**config.mk**
```make
export PLATFORM = sky130hd
export DESIGN_NAME = bec_exception_ctrl
export DESIGN_NICKNAME = d
export VERILOG_FILES = /design/src/hw/bec_pkg.sv /design/src/hw/bec_bus_monitor.sv /design/src/hw/bec_exception_ctrl.sv
export VERILOG_INCLUDE_DIRS = /design/src /design/src/hw
export SDC_FILE = /design/constraint.sdc
export NUM_CORES = 1
export LEC_CHECK = 0
export BUFFER_PORTS_ARGS = -buffer_cell sky130_fd_sc_hd__buf_2
export CAP_MARGIN = 20
export CELL_PAD_IN_SITES_DETAIL_PLACEMENT = 0
export CELL_PAD_IN_SITES_GLOBAL_PLACEMENT = 2
export CORE_MARGIN = 8
export CORE_UTILIZATION = 31
export CTS_BUF_LIST = sky130_fd_sc_hd__clkbuf_8
export DETAILED_ROUTE_END_ITERATION = 6
export PLACE_DENSITY_LB_ADDON = 0.1
export SLEW_MARGIN = 30
export SYNTH_ARGS = -nofsm -noshare
export SYNTH_HDL_FRONTEND = slang
export SYNTH_HIERARCHICAL = 1
export SYNTH_SLANG_ARGS = --single-unit
```
**constraint.sdc**
```tcl
create_clock -name clk_i -period 2.5 [get_ports clk_i]
set_input_delay 0.5 -clock clk_i [delete_from_list [all_inputs] [get_ports clk_i]]
set_output_delay 0.5 -clock clk_i [all_outputs]
set_load 0.02 [all_outputs]
```
**src/hw/bec_map.svh**
```systemverilog
`ifndef BEC_MAP_SVH
`define BEC_MAP_SVH
// ==========================================================
// Stop broadcast cycle
`define BEC_STOP_ADDR 20'h3_FFFE
`define BEC_CPU_SPACE_FC 3'h7
`define BEC_MASK_LSB 8
`define BEC_PRECHARGE_BYTE 8'hFF
// ==========================================================
// Bus monitor periods in clocks, selected by the timeout field
`define BEC_BMT_PERIOD0 7'h08
`define BEC_BMT_PERIOD1 7'h10
`define BEC_BMT_PERIOD2 7'h20
`define BEC_BMT_PERIOD3 7'h40
`define BEC_RESET_MASK 3'h7
`endif

```
**src/hw/bec_pkg.sv**
```systemverilog
package bec_pkg;
  // ==========================================================
  // Cycle request from the processor core
  typedef struct packed {
    logic [19:0] addr;
    logic [2:0] fc;
    logic write;
    logic prefetch;
    logic [15:0] wdata;
  } bec_req_t;

  // Address-phase signals held on the pins
  typedef struct packed {
    logic [19:0] addr;
    logic [2:0] fc;
    logic write;
  } bec_bus_t;

  typedef enum logic [2:0] {
    BEC_IDLE = 3'b000,
    BEC_ADDR = 3'b001,
    BEC_WAIT = 3'b010,
    BEC_CHK = 3'b011,
    BEC_HALT = 3'b100,
    BEC_DBL = 3'b101
  } bec_state_t;
endpackage

```
**src/hw/bec_bus_monitor.sv**
```systemverilog
`include "bec_map.svh"
module bec_bus_monitor (
  input wire logic clk_i,
  input wire logic rstn_i,
  input wire logic ce_i,
  input wire logic enable_i,
  input wire logic run_i,
  input wire logic [1:0] bus_monitor_timeout_field_i,
  output logic timeout_o
);
  logic [6:0] count_reg;
  logic [6:0] limit;

  // ==========================================================
  // Period select; the longest choice is 64 clocks
  always_comb begin
    unique case (bus_monitor_timeout_field_i)
      2'h0: limit = `BEC_BMT_PERIOD0;
      2'h1: limit = `BEC_BMT_PERIOD1;
      2'h2: limit = `BEC_BMT_PERIOD2;
      2'h3: limit = `BEC_BMT_PERIOD3;
    endcase
  end

  // Counts clocks since address strobe; restarts with every cycle
  always_ff @(posedge clk_i or negedge rstn_i) begin
    if (!rstn_i) begin
      count_reg <= 7'h00;
      timeout_o <= 1'b0;
    end else if (ce_i) begin
      if (!run_i || !enable_i) begin
        count_reg <= 7'h00;
        timeout_o <= 1'b0;
      end else begin
        count_reg <= count_reg + 7'h01;
        timeout_o <= (count_reg + 7'h01 == limit);
      end
    end
  end
endmodule

```
**src/hw/bec_exception_ctrl.sv**
```systemverilog
// Functional notes
// - Stop instruction issues a processor-space write to address 3FFFE.
// - That write carries the interrupt mask; clock control keeps a copy.
// - Stop write shows on pins only while this device owns the bus.
// - Stop write ends by internal acknowledge with fast write timing.
// - Bus error during the stop write is ignored.
// - Stop mode ends on reset or interrupt above the held mask.
// - Bus monitor raises internal bus error when acknowledge never arrives.
// - Acknowledged interrupt without arbitration contention raises internal bus error.
// - Any bus error ends the cycle and leads to exception processing.
// - Acknowledge at S without error or halt ends normally; late halt ignored.
// - Acknowledge and halt held S to S+2 end cycle, then halt.
// - Bus error at S, or with halt at S+2, takes bus error.
// - Bus error is latched at cycle end and acted on after instruction.
// - Errored cycle latches no data; prefetch sees all ones instead.
// - Bus error latch clears when the handler's first instruction runs.
// - Error during exception entry or before first post-reset instruction: double fault.
// - Several errors in one instruction give one exception.
// - Double fault halts at once, drives halt low; only reset restarts.
// - Error once the handler runs is an ordinary bus error.
// - Bus error with halt together acts as bus error alone.
// - Bus monitor period selectable, 64 clocks at most.
// - Cycle ending under halt floats data and idles strobes, holds address.
`include "bec_map.svh"
module bec_exception_ctrl (
  input wire logic clk_i,
  input wire logic rstn_i,
  input wire logic ce_i,
  input wire logic req_valid_i,
  input wire bec_pkg::bec_req_t req_i,
  input wire logic stop_req_i,
  input wire logic [2:0] irq_mask_i,
  input wire logic [2:0] irq_level_i,
  input wire logic bus_granted_away_i,
  input wire logic iack_no_arb_i,
  input wire logic instr_done_i,
  input wire logic exc_start_i,
  input wire logic handler_first_i,
  input wire logic bus_monitor_en_i,
  input wire logic [1:0] bus_monitor_timeout_field_i,
  input wire logic [1:0] data_size_ack_n_i,
  input wire logic autovector_request_n_i,
  input wire logic bus_error_line_n_i,
  input wire logic halt_n_i,
  input wire logic [15:0] data_i,
  output bec_pkg::bec_bus_t bus_o,
  output logic address_strobe_n_o,
  output logic data_strobe_n_o,
  output logic [15:0] data_o,
  output logic data_oe_o,
  output logic halt_n_o,
  output logic halt_oe_o,
  output logic ready_o,
  output logic done_o,
  output logic done_bus_error_line_o,
  output logic [15:0] rdata_o,
  output logic bus_error_line_latch_o,
  output logic bus_error_line_exc_o,
  output logic stop_mode_o,
  output logic [2:0] stop_mask_o,
  output logic double_fault_o
);
  import bec_pkg::*;

  bec_state_t state_reg;
  bec_state_t state_next;
  logic stop_cyc_reg;
  logic shown_reg;
  logic prefetch_reg;
  logic halt_s_reg;
  logic exc_busy_reg;
  logic post_reset_reg;
  logic mon_timeout;
  logic ack_in;
  logic halt_in;
  logic bus_error_line_in;
  logic end_ok;
  logic end_bus_error_line;
  logic end_halt;
  logic cyc_end;

  // ==========================================================
  // Termination decode
  // Pins are active low and already synchronous to the clock
  assign ack_in = ~&data_size_ack_n_i | ~autovector_request_n_i;
  assign halt_in = ~halt_n_i;
  // Internal errors join the pin; none counts during the stop write
  assign bus_error_line_in = !stop_cyc_reg
    && (~bus_error_line_n_i || mon_timeout || iack_no_arb_i);

  // Sampled at S: error wins over acknowledge and halt
  // Sampled at S+2: error with halt still ends in error
  assign end_bus_error_line = (state_reg == BEC_WAIT && bus_error_line_in)
    || (state_reg == BEC_CHK && bus_error_line_in && halt_in);
  assign end_halt = state_reg == BEC_CHK && halt_s_reg && halt_in && !bus_error_line_in;
  assign end_ok = (state_reg == BEC_CHK && !end_bus_error_line && !end_halt)
    || (state_reg == BEC_ADDR && stop_cyc_reg);
  assign cyc_end = end_ok || end_bus_error_line || end_halt;

  bec_bus_monitor u_monitor (
    .clk_i(clk_i),
    .rstn_i(rstn_i),
    .ce_i(ce_i),
    .enable_i(bus_monitor_en_i),
    .run_i(state_reg == BEC_ADDR || state_reg == BEC_WAIT),
    .bus_monitor_timeout_field_i(bus_monitor_timeout_field_i),
    .timeout_o(mon_timeout)
  );

  // ==========================================================
  // Bus state machine
  always_comb begin
    state_next = state_reg;
    unique case (state_reg)
      BEC_IDLE: begin
        if (stop_req_i || req_valid_i) begin
          state_next = BEC_ADDR;
        end
      end
      BEC_ADDR: begin
        state_next = stop_cyc_reg ? BEC_IDLE : BEC_WAIT;
      end
      BEC_WAIT: begin
        if (bus_error_line_in) begin
          state_next = BEC_IDLE;
        end else if (ack_in) begin
          state_next = BEC_CHK;
        end
      end
      BEC_CHK: begin
        state_next = end_halt ? BEC_HALT : BEC_IDLE;
      end
      BEC_HALT: begin
        if (!halt_in) begin
          state_next = BEC_IDLE;
        end
      end
      BEC_DBL: begin
        state_next = BEC_DBL;
      end
      default: begin
        state_next = BEC_IDLE;
      end
    endcase
    // A double fault overrides whatever the cycle would do next
    if (end_bus_error_line && (exc_busy_reg || post_reset_reg)) begin
      state_next = BEC_DBL;
    end
  end

  // Requests are taken only while idle and not stopped
  always_ff @(posedge clk_i or negedge rstn_i) begin
    if (!rstn_i) begin
      state_reg <= BEC_IDLE;
    end else if (ce_i) begin
      if (state_reg == BEC_IDLE && stop_mode_o) begin
        state_reg <= BEC_IDLE;
      end else begin
        state_reg <= state_next;
      end
    end
  end

  assign halt_n_o = 1'b0;

  // ==========================================================
  // Pin drive: address phase, strobes and data
  always_ff @(posedge clk_i or negedge rstn_i) begin
    if (!rstn_i) begin
      bus_o <= '0;
      address_strobe_n_o <= 1'b1;
      data_strobe_n_o <= 1'b1;
      data_o <= 16'h0000;
      data_oe_o <= 1'b0;
      stop_cyc_reg <= 1'b0;
      shown_reg <= 1'b0;
      prefetch_reg <= 1'b0;
    end else if (ce_i) begin
      if (state_reg == BEC_IDLE && !stop_mode_o && state_next == BEC_ADDR) begin
        stop_cyc_reg <= stop_req_i;
        prefetch_reg <= !stop_req_i && req_i.prefetch;
        // A granted-away bus keeps the stop write internal
        shown_reg <= !(stop_req_i && bus_granted_away_i);
        address_strobe_n_o <= stop_req_i && bus_granted_away_i;
        if (stop_req_i) begin
          bus_o <= '{addr: `BEC_STOP_ADDR, fc: `BEC_CPU_SPACE_FC, write: 1'b1};
          data_o <= 16'h0000;
          data_o[`BEC_MASK_LSB +: 3] <= irq_mask_i;
          data_oe_o <= !bus_granted_away_i;
          // Fast write: data strobe stays idle
          data_strobe_n_o <= 1'b1;
        end else begin
          bus_o <= '{addr: req_i.addr, fc: req_i.fc, write: req_i.write};
          data_o <= req_i.wdata;
          data_oe_o <= req_i.write;
          data_strobe_n_o <= 1'b0;
        end
      end else if (cyc_end || state_next == BEC_DBL) begin
        // Address, code and direction stay put for a halted bus
        address_strobe_n_o <= 1'b1;
        data_strobe_n_o <= 1'b1;
        data_oe_o <= 1'b0;
        stop_cyc_reg <= 1'b0;
      end
    end
  end

  // Halt seen together with acknowledge at S
  always_ff @(posedge clk_i or negedge rstn_i) begin
    if (!rstn_i) begin
      halt_s_reg <= 1'b0;
    end else if (ce_i && state_reg == BEC_WAIT) begin
      halt_s_reg <= halt_in;
    end
  end

  // ==========================================================
  // Cycle answer to the core
  always_ff @(posedge clk_i or negedge rstn_i) begin
    if (!rstn_i) begin
      done_o <= 1'b0;
      done_bus_error_line_o <= 1'b0;
      rdata_o <= 16'h0000;
      ready_o <= 1'b1;
    end else if (ce_i) begin
      done_o <= cyc_end;
      done_bus_error_line_o <= end_bus_error_line;
      ready_o <= state_next == BEC_IDLE && !(stop_mode_o || stop_req_i);
      if (end_bus_error_line && prefetch_reg) begin
        rdata_o <= {2{`BEC_PRECHARGE_BYTE}};
      end else if ((end_ok || end_halt) && !bus_o.write) begin
        rdata_o <= data_i;
      end
    end
  end

  // ==========================================================
  // Bus error latch and exception request
  // The latch is set only at cycle end, so many errors in one
  // instruction still give one exception at its boundary
  always_ff @(posedge clk_i or negedge rstn_i) begin
    if (!rstn_i) begin
      bus_error_line_latch_o <= 1'b0;
      bus_error_line_exc_o <= 1'b0;
    end else if (ce_i) begin
      bus_error_line_exc_o <= instr_done_i && (bus_error_line_latch_o || end_bus_error_line) && !exc_busy_reg;
      // A new error in the clearing cycle keeps the latch set
      if (end_bus_error_line) begin
        bus_error_line_latch_o <= 1'b1;
      end else if (handler_first_i) begin
        bus_error_line_latch_o <= 1'b0;
      end
    end
  end

  // Exception entry window and first instruction after reset
  always_ff @(posedge clk_i or negedge rstn_i) begin
    if (!rstn_i) begin
      exc_busy_reg <= 1'b0;
      post_reset_reg <= 1'b1;
    end else if (ce_i) begin
      if (exc_start_i) begin
        exc_busy_reg <= 1'b1;
      end else if (handler_first_i) begin
        exc_busy_reg <= 1'b0;
      end
      if (instr_done_i) begin
        post_reset_reg <= 1'b0;
      end
    end
  end

  // Double fault: halt line pulled low until reset
  always_ff @(posedge clk_i or negedge rstn_i) begin
    if (!rstn_i) begin
      double_fault_o <= 1'b0;
      halt_oe_o <= 1'b0;
    end else if (ce_i && end_bus_error_line && (exc_busy_reg || post_reset_reg)) begin
      double_fault_o <= 1'b1;
      halt_oe_o <= 1'b1;
    end
  end

  // ==========================================================
  // Low-power stop mode and the clock control mask copy
  always_ff @(posedge clk_i or negedge rstn_i) begin
    if (!rstn_i) begin
      stop_mode_o <= 1'b0;
      stop_mask_o <= `BEC_RESET_MASK;
    end else if (ce_i) begin
      if (state_reg == BEC_ADDR && stop_cyc_reg) begin
        stop_mode_o <= 1'b1;
        stop_mask_o <= data_o[`BEC_MASK_LSB +: 3];
      end else if (stop_mode_o && irq_level_i > stop_mask_o) begin
        stop_mode_o <= 1'b0;
      end
    end
  end
endmodule

```
==> results.yml, run 1 <==
logic_synthesis:
  syn_avg_cell_area_um2: 10.9
  synth_area_um2: 4100
  yosys.area.top_type: "dfrtp_1"
  ys_top_cells_by_area: "dfrtp_1 (48%), mux2i_1 (5.4%), dfstp_2 (4.5%)"
  synth-seq-cells: 85
  netlist.area_leader.share_pct: 47.6
  synth_edf_count: 0
  synth_cell_type_count: 59
  dominantRegCellSynth: "dfrtp_1"
  ys_warn_count: 6
  ys_async_sr_fraction_pct: 100
  mappedNetlistNets: 463
  yosysSeqAreaShare_pct: 52.1
  synthesis.instances: 377
sta:
  rsz0062_at_grt: "false"
  slew_viol_final: 0
  finalCriticalPeriod_ps: 2240
  fin_crit_sh_pct: 89.6
  fin_setup_tns_ps: 0
  hold_viol_final: 0
  whs_ps: 294
  setup_viol: 0
  fin_skew_ps: 14.9
  max_freq_ghz: 0.446
clock_tree:
  clock_latency_ps: 370
  clk_pin_slew_ps: 90
  cts_buffer_depth: 2
  cts.sink_count: 85
  cts_resized: 0
  cts_tree: "yes"
  cts_made_buffers: 9
  cts_root_buf: "clkbuf_8"
  cts_max_level: 3
route:
  dr.first_iter.drc_count: 87
  routed_wl_um: 11300
  vias_per_cell: 4.53
  drc_errors: 0
  drt-wirelength-per-cell_um: 15.8
  vias: 3240
  dr.pass1.iters: 5
  ant_nets: 0
floorplanning:
  num_rows: 42
  die_y_um: 131
  coreArea_um2: 13100
  die_w_um: 131
  start_util_pct: 31.3
  fp.dieArea_um2: 17100
  io_pins: 152
placed_design:
  placement.cell_area_um2: 5090
  gp_congestion: 0.795
  portBuffers: 150
  post-dp-hpwl_um: 8500
critical_path:
  end_kind: "flop"
  crit_type: "flop to flop"
  cp_max_fo: 39
  worstPathRequired_ps: 2790
  crit_path_start_kind: "flop"
  worstPathArrival_ps: 2530
power_and_ir_drop:
  comb_power_share_pct: 37.0
  finalPower_mw: 5.21
  power_switching_mw: 2.01
  vdd_drop_max_uv: 497
  pwr-share-seq_pct: 41.3
  swShare_pct: 38.6
  powerDensity_nw_per_um2: 977
  p_leak_nw: 2.52
  clockPowerShare_pct: 21.7
  cellInternalPower_mw: 3.20
cells_and_area:
  regArea_um2: 2140
  syn_to_final_growth_pct: 30.2
  design_area_um2: 5330
  multi_input_area_um2: 1700
  top_register: "bus_o"
  final_util_pct: 40.8
  largest_register_ffs: 24
  layout-drive-gt1-share_pct: 39.3
  fillers: 1326
  finalNetCount: 618
  top_regs: "bus_o x24, data_o x16, rdata_o x16"
global_routing:
  grt_pass1_vias: 3503
  grt_pass1_wl_um: 18000
  antenna_found_initial: 0
  grt_overflow: 0
  grt_start_max_net_pins: 47
  grt_usage_pct: 13.8
outcome:
  outcome: "completed"
min_path:
  min_path_type: "input port to flop"
flow_run:
  cap_violations: 0
## final cells by class
type / count / area share [%]
Antenna cell: 2 / 0.0939
Multi-Input combinational cell: 233 / 32.0
Clock buffer: 10 / 2.58
Tap cell: 176 / 4.13
Clock inverter: 6 / 1.76
Timing Repair Buffer: 165 / 16.8
Sequential cell: 85 / 40.1
Inverter: 38 / 2.67
## final timing paths
check	to	startpoint	slack, ps	cells past startpoint
min reg2reg	rdata_o[2]	rdata_o[2]	490	1
min in group asynchronous	state_reg[1]	rstn_i	510	2
max in group asynchronous	data_strobe_n_o	rstn_i	1320	3
max	bus_o[14]	state_reg[1]	260	7
max reg2reg	bus_o[14]	state_reg[1]	260	7
min	post_reset_reg	instr_done_i	290	2
## metrics by stage
step | setup WS [ps] | instances
6_report | 260 | 715
5_1_grt | 70.4 | 713
4_1_cts | 247 | 713
3_5_place_dp | 144 | 696
3_3_place_gp | 182 | 696
2_1_floorplan | 325 | 377
## routing by layer
| metal | wire, um | up-vias | global-route usage [%] | share of wire (%) |
|---|---|---|---|---|
| met4 | 141 | 0 | 4.05 | 1.3 |
| li1 | - | 1595 | - | - |
| met3 | 952 | 7 | 6.82 | 8.4 |
| met5 | 0 | - | 0 | 0 |
| met2 | 5300 | 84 | 22.4 | 47 |
| met1 | 4890 | 1554 | 15.7 | 43 |
## power groups by stage
stage	registers, mW	clock network (mW)	logic (mW)
6_report	2.15	1.13	1.93
3_3_place_gp	2.18	0	1.95
4_1_cts	2.16	1.19	1.97
3_5_place_dp	2.17	0	1.98
2_1_floorplan	2.63	0	0.727
5_1_grt	2.22	1.24	2.11
## Yosys cell counts (7+ instances only)
| library cell | count |
|---|---|
| clkbuf_1 | 9 |
| inv_1 | 38 |
| dfstp_2 | 7 |
| o22a_1 | 16 |
| mux2_2 | 11 |
| mux2i_1 | 22 |
| nand2_1 | 19 |
| nand3_1 | 9 |
| nor2b_1 | 18 |
| a21oi_1 | 7 |
| nor2_1 | 35 |
| dfrtp_1 | 78 |
| o21ai_0 | 10 |
| mux2_1 | 15 |
## cells by family (layout without fill, tap and decap cells)
kind of cell	count (synthesis)	after routing	synth area share, %
AO/OA/AOI/OAI	65	65	12.1
AND/OR/NAND/NOR	109	109	14.3
multiplexers	48	48	12.5
buffers and inverters	59	219	6.26
adder cells (fa/ha/maj)	5	5	1.53
XOR/XNOR	5	5	1.07
flip-flops	85	85	52.1
other	1	3	0.0915
## timing repair
item / in CTS / in global routing
hold buffers: 1 / 0
endpoints found under the hold margin: 8 / 0
buffers inserted: 0 / 0
## worst max-delay path, stage by stage (launching register included)
cell and delay [ps]:
dfrtp_1 550, nor3b_2 300, o211ai_1 130, o21a_1 170, a211oi_4 300, buf_12 290, buf_4 230, mux2i_1 190
## cell usage in the layout, fill, tap and decap left out, types with 2 or more instances in the layout
cell type / instances
buf_2: 149
dfrtp_1: 78
inv_1: 38
nor2_1: 35
mux2i_1: 22
nand2_1: 19
nor2b_1: 18
o22a_1: 16
mux2_1: 15
buf_4: 13
mux2_2: 11
o21ai_0: 10
clkbuf_8: 10
nand3_1: 9
a21oi_1: 7
dfstp_2: 7
ha_1: 5
and2_1: 4
nand2b_1: 4
o22ai_1: 4
xnor2_1: 3
o21ai_1: 3
nand4_1: 3
a22o_1: 3
diode_2: 2
nor3b_2: 2
a31oi_1: 2
or2_2: 2
o211ai_1: 2
o21a_1: 2
a2bb2oi_1: 2
o2bb2ai_1: 2
o2111ai_1: 2
bufinv_16: 2
clkinv_4: 2
buf_12: 2
xor2_1: 2
Power figures use the tool's default switching activity.
==> inputs of run 2 (changes only) <==
CORE_UTILIZATION = 30   (was 31)
CTS_BUF_LIST = default   (was sky130_fd_sc_hd__clkbuf_8)
==> results.yml, run 2 (synthesized netlist as in run 1, its figures left out) <==
outcome:
  outcome: "completed"
sta:
  rsz0062_at_grt: "false"
  setup_viol: 0
  max_freq_ghz: 0.450
  slew_viol_final: 0
  fin_crit_sh_pct: 89.0
  fin_setup_tns_ps: 0
  finalCriticalPeriod_ps: 2220
  fin_skew_ps: 7.11
  hold_viol_final: 0
cells_and_area:
  fillers: 1369
  largest_register_ffs: 24
  top_register: "bus_o"
  finalNetCount: 615
  layout-drive-gt1-share_pct: 38.6
  most-common-layout-cells: "buf_2 (149), dfrtp_1 (78), inv_1 (38), nor2_1 (35), mux2i_1 (22)"
  top_regs: "bus_o x24, data_o x16, rdata_o x16"
  syn_to_final_growth_pct: 31.1
  final_common_cell: "buf_2"
critical_path:
  crit_path_start_kind: "flop"
  path_buf_inv: 2
  worstPathRequired_ps: 2760
  end_kind: "flop"
  path_cells: "nor3b_2 -> o211ai_1 -> o21a_1 -> a211oi_4 -> buf_12 -> buf_4 -> mux2i_1"
  critPathMaxStageDelay_ps: 400
  worstPathArrival_ps: 2490
  crit_slowest_cell: "dfrtp_1"
  cp_max_fo: 40
  cpLargestDelayFamily: "compound AO/OA/AOI/OAI gates"
  crit_type: "flop to flop"
route:
  routed_wl_um: 11200
  dr.first_iter.drc_count: 97
  dr.pass1.iters: 4
  vias: 3256
  drt-wirelength-per-cell_um: 15.8
  drc_errors: 0
  vias_per_cell: 4.58
  ant_nets: 0
global_routing:
  grt_usage_pct: 13.0
  grt_pass1_wl_um: 18300
  grt_pass1_vias: 3622
  antenna_found_initial: 4
  grt_overflow: 0
  grt_start_max_net_pins: 57
clock_tree:
  cts_buffer_depth: 2
  cts.sink_count: 85
  cts_resized: 0
  cts_tree: "yes"
  cts_made_buffers: 9
  cts_root_buf: "clkbuf_16"
  cts_max_level: 3
  clock_latency_ps: 340
  cts_hold_buf: 0
  postCtsSetupBuffers: 0
  clk_pin_slew_ps: 60
power_and_ir_drop:
  finalPower_mw: 5.41
  powerDensity_nw_per_um2: 1010
  vdd_drop_max_uv: 405
  p_leak_nw: 2.53
placed_design:
  portBuffers: 150
  post-dp-hpwl_um: 8400
  gp_congestion: 0.757
floorplanning:
  fp.dieArea_um2: 17700
  die_y_um: 133
  start_util_pct: 30.8
  num_rows: 42
  die_w_um: 133
  coreArea_um2: 13300
  io_pins: 152
flow_run:
  cap_violations: 0
min_path:
  min_path_type: "input port to asynchronous set/reset pin"
run 2: cell count changes in the layout (fill, tap and decap cells not counted):
cell | previous run | this run
clkinv_4 | 2 | 1
bufinv_16 | 2 | 1
buf_4 | 13 | 11
clkbuf_16 | 0 | 9
diode_2 | 2 | 1
clkbuf_8 | 10 | 1
clkbuf_1 | 0 | 3
inv_6 | 1 | 0
dlygate4sd3_1 | 1 | 0
run 2: worst register-to-register path, delay by kind of cell (launching register included):
| family | cells | cell delay (ps) |
|---|---|---|
| buf+inv | 2 | 530 |
| compound gates | 3 | 660 |
| mux | 1 | 190 |
| flops | 1 | 400 |
| simple gates | 1 | 380 |
run 2: cell type report:
class / instances / area [um^2] / share of cell area [%]
Antenna cell: 1 / 2.50 / 0.0466
Clock buffer: 13 / 250 / 4.66
Clock inverter: 3 / 46.3 / 0.862
Inverter: 38 / 143 / 2.66
Multi-Input combinational cell: 233 / 1700 / 31.7
Sequential cell: 85 / 2140 / 39.8
Tap cell: 176 / 220 / 4.10
Timing Repair Buffer: 162 / 868 / 16.2
run 2: final timing paths:
check / cells after the start / startpoint / slack, ps / endpoint
min in group clk_i: 2 / instr_done_i / 340 / post_reset_reg
hold reg to reg: 1 / post_reset_reg / 480 / post_reset_reg
hold / removal: 1 / rstn_i / 110 / bus_o[3]
setup / recovery: 7 / u_monitor/timeout_o / 280 / bus_o[15]
max in group asynchronous: 2 / rstn_i / 1700 / stop_mask_o[2]
setup reg to reg: 7 / u_monitor/timeout_o / 280 / bus_o[15]
run 2: routing by layer:
| metal | track usage, % | vias up | share of wire, % |
|---|---|---|---|
| li1 | - | 1592 | - |
| met1 | 14.6 | 1543 | 42 |
| met2 | 20.7 | 98 | 47 |
| met3 | 7.00 | 17 | 9.4 |
| met4 | 4.35 | 6 | 1.4 |
| met5 | 0 | - | 0.39 |
run 2: per-stage QoR:
step	utilization [%]	hold slack, ps	setup slack (ps)	instances	area (um^2)
global placement	38.1	463	141	694	5070
detailed placement	38.1	471	96.4	694	5070
CTS	40.4	103	273	710	5370
global route	40.4	120	128	711	5370
floorplan	-	204	325	377	4100
finish	40.4	107	275	711	5370
run 2: power by group:
| group | internal (mW) | switching (mW) |
|---|---|---|
| Clock | 0.804 | 0.526 |
| Sequential | 1.85 | 0.277 |
| Combinational | 0.751 | 1.20 |
